==> src/cpwm_pkg.sv <==
package cpwm_pkg;
   // register byte addresses
   localparam logic [7:0]  ADDR_CONTROL     = 8'h00;
   localparam logic [7:0]  ADDR_DUTY_BUFFER = 8'h04;
   localparam logic [7:0]  ADDR_DUTY_ACTIVE = 8'h08;
   localparam logic [7:0]  ADDR_PERIOD_CMP  = 8'h0C;
   localparam logic [7:0]  ADDR_TIMER_CTRL  = 8'h10;
   localparam logic [7:0]  ADDR_STATUS      = 8'h14;
   // control field positions
   localparam int          CTL_DUTY_LSB_POS = 4;
   localparam int          CTL_MODE_POS     = 0;
   localparam logic [3:0]  MODE_PWM         = 4'hC;
   // timer control fields
   localparam int          TCTL_ON_POS      = 2;
   localparam int          TCTL_PRE_POS     = 0;
   localparam int          TCTL_POST_POS    = 3;
   // reset values
   localparam logic [7:0]  RST_CONTROL      = 8'h00;
   localparam logic [7:0]  RST_DUTY_BUFFER  = 8'h00;
   localparam logic [7:0]  RST_PERIOD_CMP   = 8'hFF;
   localparam logic [7:0]  RST_TIMER_CTRL   = 8'h00;
   // one increment cycle is four oscillator periods
   localparam int          PHASE_COUNT      = 4;
   typedef enum logic [2:0] {
      CPWM_IDLE_S = 3'b001,
      CPWM_HIGH_S = 3'b010,
      CPWM_LOW_S  = 3'b100
   } cpwm_state_type;
endpackage : cpwm_pkg

==> src/cpwm_postscaler.sv <==
`timescale 1ns/1ps
`default_nettype none
module cpwm_postscaler
   import cpwm_pkg::*;
(
   input  wire logic       pclk,
   input  wire logic       presetn,
   input  wire logic       period_evt,
   input  wire logic [3:0] post_sel,
   output logic            update_evt
);
   logic [3:0] cnt_q;

   always_ff @(posedge pclk or negedge presetn) begin
      if (!presetn) begin
         cnt_q      <= 4'h0;
         update_evt <= 1'b0;
      end else if (period_evt && cnt_q >= post_sel) begin
         cnt_q      <= 4'h0;
         update_evt <= 1'b1;
      end else begin
         update_evt <= 1'b0;
         if (period_evt) begin
            cnt_q <= cnt_q + 4'h1;
         end
      end
   end
endmodule : cpwm_postscaler
`default_nettype wire

==> src/cpwm_prescaler.sv <==
`timescale 1ns/1ps
`default_nettype none
module cpwm_prescaler
   import cpwm_pkg::*;
(
   input  wire logic       pclk,
   input  wire logic       presetn,
   input  wire logic       run,
   input  wire logic [1:0] prescale_sel,
   output logic            tick
);
   logic [3:0] cnt_q;
   logic [3:0] limit;

   always_comb begin
      case (prescale_sel)
         2'b00:   limit = 4'h0;
         2'b01:   limit = 4'h3;
         default: limit = 4'hF;
      endcase
   end

   always_ff @(posedge pclk or negedge presetn) begin
      if (!presetn) begin
         cnt_q <= 4'h0;
         tick  <= 1'b0;
      end else if (!run) begin
         cnt_q <= 4'h0;
         tick  <= 1'b0;
      end else if (cnt_q >= limit) begin
         cnt_q <= 4'h0;
         tick  <= 1'b1;
      end else begin
         cnt_q <= cnt_q + 4'h1;
         tick  <= 1'b0;
      end
   end
endmodule : cpwm_prescaler
`default_nettype wire

==> src/cpwm_top.sv <==
// Summary of operation
// - duty is 10 bits: buffer byte high, control bits 5:4 low
// - timer clears on increment after it equals period compare
// - output goes high at each rollover unless duty is zero
// - rollover copies buffered duty into active latch
// - duty writes accepted anytime, take effect at next period
// - active duty latch is read-only in pwm mode
// - output high for duty times oscillator period times prescale
// - clearing control forces output latch low
// - postscaler only gives a slower update event, not the period
//
// The implementer's own choices: the register addresses and the APB register port.
`timescale 1ns/1ps
`default_nettype none
module cpwm_top
   import cpwm_pkg::*;
(
   input  wire logic        pclk,
   input  wire logic        presetn,
   input  wire logic        psel,
   input  wire logic        penable,
   input  wire logic        pwrite,
   input  wire logic [7:0]  paddr,
   input  wire logic [31:0] pwdata,
   output logic [31:0]      prdata,
   output logic             pready,
   output logic             pslverr,
   output logic             capture_pwm_output_pin,
   output logic             servo_update
);
   import cpwm_pkg::*;

   logic [7:0]     capture_pwm_control_q;
   logic [7:0]     duty_buffer_byte_q;
   logic [9:0]     duty_active_latch_q;
   logic [7:0]     period_compare_q;
   logic [7:0]     timer_ctrl_q;
   logic [7:0]     period_timer_q;
   logic [1:0]     phase_q;
   logic           pwm_out_q;
   cpwm_state_type state_q;
   logic           presc_tick;
   logic           post_evt;
   logic           rollover;
   logic           pwm_mode;
   logic           wr_en;
   logic           rd_en;
   logic           timer_on;
   logic [9:0]     duty_buffered;
   logic [9:0]     fine_timer;

   function automatic logic addr_hit(input logic [7:0] a, input logic [7:0] r);
      addr_hit = (a == r);
   endfunction : addr_hit

   assign wr_en         = psel && penable && pwrite;
   assign rd_en         = psel && !penable && !pwrite;
   assign pwm_mode      = capture_pwm_control_q[CTL_MODE_POS +: 4] == MODE_PWM;
   assign timer_on      = timer_ctrl_q[TCTL_ON_POS];
   assign duty_buffered = {duty_buffer_byte_q,
                           capture_pwm_control_q[CTL_DUTY_LSB_POS +: 2]};
   assign fine_timer    = {period_timer_q, phase_q};
   assign rollover      = presc_tick && (phase_q == 2'(PHASE_COUNT - 1))
                          && (period_timer_q == period_compare_q);

   cpwm_prescaler u_presc (
      .pclk         (pclk),
      .presetn      (presetn),
      .run          (timer_on),
      .prescale_sel (timer_ctrl_q[TCTL_PRE_POS +: 2]),
      .tick         (presc_tick)
   );

   cpwm_postscaler u_post (
      .pclk       (pclk),
      .presetn    (presetn),
      .period_evt (rollover),
      .post_sel   (timer_ctrl_q[TCTL_POST_POS +: 4]),
      .update_evt (post_evt)
   );

   // register writes
   always_ff @(posedge pclk or negedge presetn) begin
      if (!presetn) begin
         capture_pwm_control_q <= RST_CONTROL;
         duty_buffer_byte_q    <= RST_DUTY_BUFFER;
         period_compare_q      <= RST_PERIOD_CMP;
         timer_ctrl_q          <= RST_TIMER_CTRL;
      end else if (wr_en) begin
         if (addr_hit(paddr, ADDR_CONTROL)) begin
            capture_pwm_control_q <= pwdata[7:0];
         end
         if (addr_hit(paddr, ADDR_DUTY_BUFFER)) begin
            duty_buffer_byte_q <= pwdata[7:0];
         end
         if (addr_hit(paddr, ADDR_PERIOD_CMP)) begin
            period_compare_q <= pwdata[7:0];
         end
         if (addr_hit(paddr, ADDR_TIMER_CTRL)) begin
            timer_ctrl_q <= pwdata[7:0];
         end
      end
   end

   // active duty latch, loaded at rollover or by a write outside pwm mode
   always_ff @(posedge pclk or negedge presetn) begin
      if (!presetn) begin
         duty_active_latch_q <= 10'h000;
      end else if (rollover) begin
         duty_active_latch_q <= duty_buffered;
      end else if (wr_en && !pwm_mode && addr_hit(paddr, ADDR_DUTY_ACTIVE)) begin
         duty_active_latch_q <= {pwdata[7:0], 2'b00};
      end
   end

   // period timer with phase bits
   always_ff @(posedge pclk or negedge presetn) begin
      if (!presetn) begin
         period_timer_q <= 8'h00;
         phase_q        <= 2'b00;
      end else if (presc_tick) begin
         phase_q <= phase_q + 2'b01;
         if (phase_q == 2'(PHASE_COUNT - 1)) begin
            if (period_timer_q == period_compare_q) begin
               period_timer_q <= 8'h00;
            end else begin
               period_timer_q <= period_timer_q + 8'h01;
            end
         end
      end
   end

   // output state machine
   always_ff @(posedge pclk or negedge presetn) begin
      if (!presetn) begin
         state_q   <= CPWM_IDLE_S;
         pwm_out_q <= 1'b0;
      end else if (!pwm_mode) begin
         state_q   <= CPWM_IDLE_S;
         pwm_out_q <= 1'b0;
      end else begin
         case (state_q)
            CPWM_IDLE_S, CPWM_HIGH_S, CPWM_LOW_S: begin
               if (rollover) begin
                  if (duty_buffered != 10'h000) begin
                     state_q   <= CPWM_HIGH_S;
                     pwm_out_q <= 1'b1;
                  end else begin
                     state_q   <= CPWM_LOW_S;
                     pwm_out_q <= 1'b0;
                  end
               end else if (state_q == CPWM_HIGH_S && presc_tick
                            && fine_timer + 10'h001 == duty_active_latch_q) begin
                  state_q   <= CPWM_LOW_S;
                  pwm_out_q <= 1'b0;
               end
            end
            default: begin
               state_q   <= CPWM_IDLE_S;
               pwm_out_q <= 1'b0;
            end
         endcase
      end
   end

   // outputs and read data
   always_ff @(posedge pclk or negedge presetn) begin
      if (!presetn) begin
         capture_pwm_output_pin <= 1'b0;
         servo_update           <= 1'b0;
         prdata                 <= 32'h0000_0000;
      end else begin
         capture_pwm_output_pin <= pwm_out_q;
         servo_update           <= post_evt;
         if (rd_en) begin
            case (paddr)
               ADDR_CONTROL:     prdata <= {24'h00_0000, capture_pwm_control_q};
               ADDR_DUTY_BUFFER: prdata <= {24'h00_0000, duty_buffer_byte_q};
               ADDR_DUTY_ACTIVE: prdata <= {22'h00_0000, duty_active_latch_q};
               ADDR_PERIOD_CMP:  prdata <= {24'h00_0000, period_compare_q};
               ADDR_TIMER_CTRL:  prdata <= {24'h00_0000, timer_ctrl_q};
               ADDR_STATUS:      prdata <= {13'h0000, state_q, period_timer_q, phase_q, 5'h00, pwm_out_q};
               default:          prdata <= 32'h0000_0000;
            endcase
         end
      end
   end

   always_ff @(posedge pclk or negedge presetn) begin
      if (!presetn) begin
         pready  <= 1'b0;
         pslverr <= 1'b0;
      end else begin
         pready  <= psel && !penable;
         pslverr <= psel && !penable && !(addr_hit(paddr, ADDR_CONTROL)
                    || addr_hit(paddr, ADDR_DUTY_BUFFER) || addr_hit(paddr, ADDR_DUTY_ACTIVE)
                    || addr_hit(paddr, ADDR_PERIOD_CMP) || addr_hit(paddr, ADDR_TIMER_CTRL)
                    || addr_hit(paddr, ADDR_STATUS));
      end
   end
endmodule : cpwm_top
`default_nettype wire

==> config.mk <==
export PLATFORM = sky130hd
export DESIGN_NAME = cpwm_top
export DESIGN_NICKNAME = d
export VERILOG_FILES = /design/src/cpwm_pkg.sv /design/src/cpwm_postscaler.sv /design/src/cpwm_prescaler.sv /design/src/cpwm_top.sv
export SDC_FILE = /design/constraint.sdc
export NUM_CORES = 1
export LEC_CHECK = 0
export BUFFER_PORTS_ARGS = -buffer_cell sky130_fd_sc_hd__buf_4
export CORE_MARGIN = 8
export CORE_UTILIZATION = 51
export DETAILED_ROUTE_END_ITERATION = 10
export GPL_TIMING_DRIVEN = 0
export PLACE_DENSITY = 0.77
export SLEW_MARGIN = 20
export SYNTH_ARGS = -nofsm -noshare
export SYNTH_HDL_FRONTEND = slang
export SYNTH_SLANG_ARGS = --single-unit
==> constraint.sdc <==
create_clock -name pclk -period 2.13 [get_ports pclk]
set_clock_uncertainty 0.05 [all_clocks]
set_input_delay 0.5325 -clock pclk [delete_from_list [all_inputs] [get_ports pclk]]
set_output_delay 0.5325 -clock pclk [all_outputs]
set_load 0.01 [all_outputs]
**After elaboration in Yosys (flattened, before gate mapping)**

Cells that the tools add are included.

- Logic and storage cells: 93
- Input bits: 45
- Register bits: 102

- Equality and inequality tests: 14
- Add/sub/neg operators: 5
- Multiplexer cells: 22
- Magnitude comparators: 2
- Reduce and logical (&&, ||, !) cells: 32

Operator list:

| kind | count |
|---|---|
| 19-bit case mux with 6 select lines | 1 |
| 10-bit 2-to-1 mux | 2 |
| 8-bit by 4-bit equality test with 1-bit output, second input constant | 2 |
| 8-bit by 5-bit equality test with 1-bit output, second input constant | 2 |
| 4-bit 2-to-1 mux | 4 |
| 3-bit 2-to-1 mux | 5 |
| 1-bit logical AND | 12 |
| 10-bit by 1-bit adder with 10-bit output, second input constant | 1 |
| 10-bit equality test | 1 |
| 2-bit AND reduction | 5 |
| 10-bit nonzero test | 1 |
| 4-bit by 1-bit adder with 4-bit output, second input constant | 2 |
| 8-bit by 1-bit adder with 8-bit output, second input constant | 1 |
| 8-bit by 3-bit equality test with 1-bit output, second input constant | 1 |
| 8-bit equality test | 1 |
| 4-bit greater-or-equal comparator | 2 |
| 8-bit zero test | 1 |
| 1-bit 2-to-1 mux | 8 |
| 8-bit 2-to-1 mux | 1 |
| 4-bit case mux with 2 select lines | 1 |
| 1-bit logical OR | 5 |
| 4-bit equality test, second input constant | 1 |
| 1-bit zero test | 4 |
| 4-bit by 3-bit != test with 1-bit output, second input constant | 1 |
| other kinds (9) | 10 |

**Depth between registers and ports, before layout**

- Word-level depth: 8
- Mapped depth: 8

**Cells and area by module**

Synthesis repeated with hierarchy kept, for this count alone.

- Cells, all modules: 403
- Area, all modules: 4616.9 µm²

By module, submodules not included:

| module | cells each | times used | area an instance (µm²) | sequential area each (µm²) |
|---|---|---|---|---|
| cpwm_top | 341 | 1 | 3983.8 | 1963.1 |
| cpwm_postscaler | 34 | 1 | 326.6 | 125.1 |
| cpwm_prescaler | 28 | 1 | 306.5 | 125.1 |

**Worst setup path before layout**

No wires, ideal clock.

- Path type: input to register
- Start point: input port paddr[1]
- End point: register capture_pwm_control_q[0]
- Data arrival time: 2.228 ns
- Setup slack: -0.273 ns
- Required time: 1.955 ns
- Stages on the path: 5
- Path through: or4_4 -> or3_1 -> buf_2 -> nor4_4 -> mux2_2

- Word-level cells in the longest chain between the ends: 2

Ends and longest elaborated chain:

| what | RTL line | RTL |
|---|---|---|
| start: declaration | cpwm_top.sv:23 | `input wire logic [7:0] paddr,` |
| 8-bit zero test | cpwm_top.sv:53 | `addr_hit = (a == r);` |
| 2-bit AND reduction (no source line) | -- |  |
| end signal: assignment | cpwm_top.sv:91 | `capture_pwm_control_q <= pwdata[7:0];` |
| end: declaration | cpwm_top.sv:33 | `logic [7:0] capture_pwm_control_q;` |

No other way between the ends.
A chain may end at the register's enable or synchronous reset.

**Worst setup path in the final report**

- Start point: register period_compare_q[1]
- End point: register duty_active_latch_q[9]

- Word-level cells in the longest chain between the ends: 3
- Elaborated cells on any way between the ends: 4
- Those cells by class: eq/ne: 1; mux: 1; reduce/logical: 2

Ends and longest elaborated chain:

| what | RTL line | RTL |
|---|---|---|
| start: declaration | cpwm_top.sv:36 | `logic [7:0] period_compare_q;` |
| start signal: assignment | cpwm_top.sv:97 | `period_compare_q <= pwdata[7:0];` |
| 8-bit equality test * | cpwm_top.sv:64 | `&& (period_timer_q == period_compare_q);` |
| 1-bit logical AND * | cpwm_top.sv:64 |  |
| 10-bit 2-to-1 mux / 2-bit nonzero test (equally long branches) | -- |  |
| end signal: assignment | cpwm_top.sv:110 | `duty_active_latch_q <= duty_buffered;` |
| end signal: assignment | cpwm_top.sv:112 | `duty_active_latch_q <= {pwdata[7:0], 2'b00};` |
| end: declaration | cpwm_top.sv:35 | `logic [9:0] duty_active_latch_q;` |

Every way passes the cells marked *; elsewhere a longest branch is shown, timed or not.

==> Flow_metrics.wiki <==
{| class="wikitable"
! Metric !! Value
|-
| Clock transition at the registers of the reported paths || 0.10 ns
|-
| Multi-input gate area || 0.00230 mm^2
|-
| Proportion of power drawn by the clock network || 0.348
|-
| Detailed-router iteration count before antenna repair || 6
|-
| Proportion of total power due to net switching || 0.269
|-
| #FFs+latches synth || 88
|-
| Clock latency on the worst-skew pair || 0.36 ns
|-
| Area grow syn2layout || 22.8%
|-
| Power density over the cells || 553 mW/mm^2
|-
| Number of nets still failing antenna checks after routing || 0
|-
| Setup TNS || 0 ns
|-
| Sequential share of the synthesized area || 0.487
|-
| Maximum clock rate || 473 MHz
|-
| CTS tree || built
|-
| First-pass GRT wire length || 18,400 um
|-
| Clock period minus worst slack || 2.12 ns
|-
| Cell variety after synth || 51
|-
| Routability Congestion || 0.937
|-
| Die Y || 110 um
|-
| Number of flops mapped to enable cells by yosys || 0
|-
| Vias in the first global route || 3,516
|-
| Vias/cell || 5.72
|-
| Portion of total power attributed to sequential cells || 0.564
|-
| Number of buffers inserted by port buffering || 42
|-
| HPWL Detailed || 8080 um
|-
| Top cells by area in the synthesized netlist || dfrtp_1, mux2_2, dfstp_2
|-
| Static Leak || 2.75 nW
|-
| Critical path class || register to register
|-
| Critical Path Sink Type || register
|-
| Top-level port count || 81
|-
| Data arrival time of the critical path || 2.31 ns
|-
| Run status || completed
|-
| Combined global-route utilization of all metal layers || 0.181
|-
| Startpoint type of the worst setup path || register
|-
| Sink Count || 88
|-
| Setup repair after global routing missed its margin || true
|-
| DRC violation count after routing || 0
|-
| Number of endpoints failing setup at the final stage || 0
|-
| Die X || 110 um
|-
| Internal Power || 2.26 mW
|-
| Antenna violations before repair || 0
|-
| Count of standard-cell rows || 34
|-
| Number of endpoints with negative hold slack in the final report || 0
|-
| Master cell of the clock root buffer || clkbuf_8
|-
| Per-cell routed wire length || 18.4 um
|-
| Core Footprint || 0.00868 mm^2
|-
| Maximum number of pins on one net before global-route repair || 89
|-
| Effective utilization at floorplan || 0.524
|-
| Number of buffers inserted for hold repair after clock tree synthesis || 0
|-
| Slew Viols, Final || 0
|-
| Total grt overflow || 0
|-
| Peak supply drop || 0.000526 V
|-
| Inserted Clock Buffers || 9
|-
| Portion of total power attributed to combinational logic || 0.089
|-
| Most used DFF post-synth || dfrtp_1
|-
| Fill cell total of the finished layout || 677
|-
| Max-Slew Margin vs Limit || 0.481
|-
| Synth Cell Area || 0.00455 mm^2
|-
| Number of warnings issued by yosys || 0
|-
| Layout cells sized above 1 || 0.332
|-
| Slew at the pin closest to its max-slew limit || 0.778 ns
|-
| Final Total Pwr || 3.09 mW
|-
| Fraction of synthesized cell area taken by the top area cell type || 0.435
|-
| Type of the most critical hold path || input pin to asynchronous set/reset pin
|-
| Detailed Route Iter0 Violations || 268
|-
| Maximum number of buffers from clock root to sink || 2
|-
| WP data required || 2.32 ns
|-
| Mean Syn Cell Area || 10.6 um^2
|-
| Async SR Flop Fraction || 1.00
|-
| Floorplan die area || 0.0122 mm^2
|-
| Final clock period utilization by the worst path || 0.993
|-
| Antenna cell count || 0
|-
| Number of nets at the end of the flow || 568
|-
| Combined flip-flop and latch cell area || 0.00221 mm^2
|-
| Library cell occupying the most area in the post-synthesis netlist || dfrtp_1
|-
| Cell count after synthesis || 431
|-
| Maximum fanout along the worst path || 4
|-
| Commonest non-fill, non-tap cell in the layout || dfrtp_1
|-
| Level count of the clock H-tree || 3
|-
| Sw power || 0.830 mW
|-
| Number of maximum-capacitance constraint violations || 0
|-
| Highest-count cells in the layout ignoring fill and taps || dfrtp_1, buf_4, nand2_1
|-
| DRT Wirelength || 11,500 um
|-
| Vias || 3,561
|}
==> final timing paths <==
| kind | start | to | slack, ns | depth (start not counted) |
|---|---|---|---|---|
| setup / recovery | period_compare_q[1]$_DFFE_PN1P_ | duty_active_latch_q[9]$_DFFE_PN0P_ | 0.01 | 7 |
| hold / removal | presetn | pready$_DFF_PN0_ | 0.16 | 1 |
| setup reg to reg | period_compare_q[1]$_DFFE_PN1P_ | duty_active_latch_q[9]$_DFFE_PN0P_ | 0.01 | 7 |
| min in group pclk | u_post.update_evt$_DFF_PN0_ | servo_update$_DFF_PN0_ | 0.31 | 0 |
| hold reg to reg | u_post.update_evt$_DFF_PN0_ | servo_update$_DFF_PN0_ | 0.31 | 0 |
| max in group asynchronous | presetn | u_post.cnt_q[0]$_DFFE_PN0P_ | 1.32 | 1 |
==> registers in the layout, indices dropped and copies added, names as in the netlist <==
name                    count
duty_active_latch_q        10
capture_pwm_control_q       8
u_presc.cnt_q               4
u_post.cnt_q                4
prdata                     19
pslverr                     1
u_presc.tick                1
phase_q                     2
pwm_out_q                   1
pready                      1
period_compare_q            8
timer_ctrl_q                8
duty_buffer_byte_q          8
capture_pwm_output_pin      1
servo_update                1
u_post.update_evt           1
period_timer_q              8
state_q                     2
==> synthesized netlist by cell type (2+ instances only) <==
library cell   n
a21o_1         5
a21oi_1       19
a222oi_1       4
a22o_1         6
a22oi_1        8
a31oi_1        4
a32oi_1        2
and3_1         5
buf_1          2
buf_2          5
buf_4         14
clkbuf_1      14
dfrtp_1       79
dfstp_2        9
ha_1          13
inv_1         12
mux2_2        34
mux2i_1       10
nand2_1       38
nand2b_1       4
nand3_1       21
nand4_1        4
nor2_1        32
nor2b_1        4
nor3_1         6
nor3_2         2
nor4_1         2
o21ai_0       17
or2_2          2
or3_1          2
or4_1          2
xnor2_1       16
xor2_1        16
==> per-stage QoR <==
step,instance area (um^2),hold WS [ns],utilization,instances,setup slack (ns)
final,5590,0.160,0.644,623,0.0145
after global routing,5590,0.231,0.644,623,-0.0380
after CTS,5370,0.312,0.619,614,-0.0503
after floorplan,4610,0.187,-,443,-0.273
after global placement,5060,0.286,0.583,593,-0.708
after detailed placement,5060,0.293,0.583,593,-0.686
==> worst max-delay path, stage by stage (launching register included) <==
cell and delay [ns]:
dfstp_2 0.61, xor2_2 0.09, nor4_2 0.35, nand4_1 0.25
buf_6 0.23, buf_6 0.11, mux2i_2 0.22, a21oi_1 0.09
==> cells by family after synthesis <==
logic type      share of synthesized area
compound gates                      0.104
xor+xnor                           0.0616
fa+ha+maj                          0.0358
buf+inv                            0.0517
flops                               0.487
mux                                 0.111
other cells                      0.000825
simple gates                        0.148
==> per-layer routing <==
layer,wire length (um),part of all wire,track usage,vias up
li1,-,-,-,1657
met1,4780,0.42,0.230,1760
met2,5630,0.49,0.292,129
met3,837,0.073,0.0363,15
met4,214,0.019,0.0793,0
met5,0,0,0,-
==> area by class of cell <==
type,count,share of cell area
timing repair buffer,61,0.0909
sequential,88,0.397
clock inverter,7,0.00986
clock buffer,9,0.0222
multi-input combinational,308,0.413
inverter,12,0.00806
buffer,30,0.0356
tap,108,0.0242
==> power groups by stage <==
stage / sequential [mW] / clock (mW) / combinational (mW)
finish: 1.74 / 1.07 / 0.273
global route: 1.75 / 1.15 / 0.303
CTS: 1.74 / 1.08 / 0.260
detailed placement: 1.77 / 0 / 0.248
global placement: 1.77 / 0 / 0.242
floorplan: 1.76 / 0 / 0.133
==> what timing repair did <==
action,4_1_cts,5_1_grt
pin swaps,5,11
resized for setup,23,37
buffers inserted,8,11
setup endpoints to repair,74,33
No activity file was read; power rests on OpenSTA's default activity.
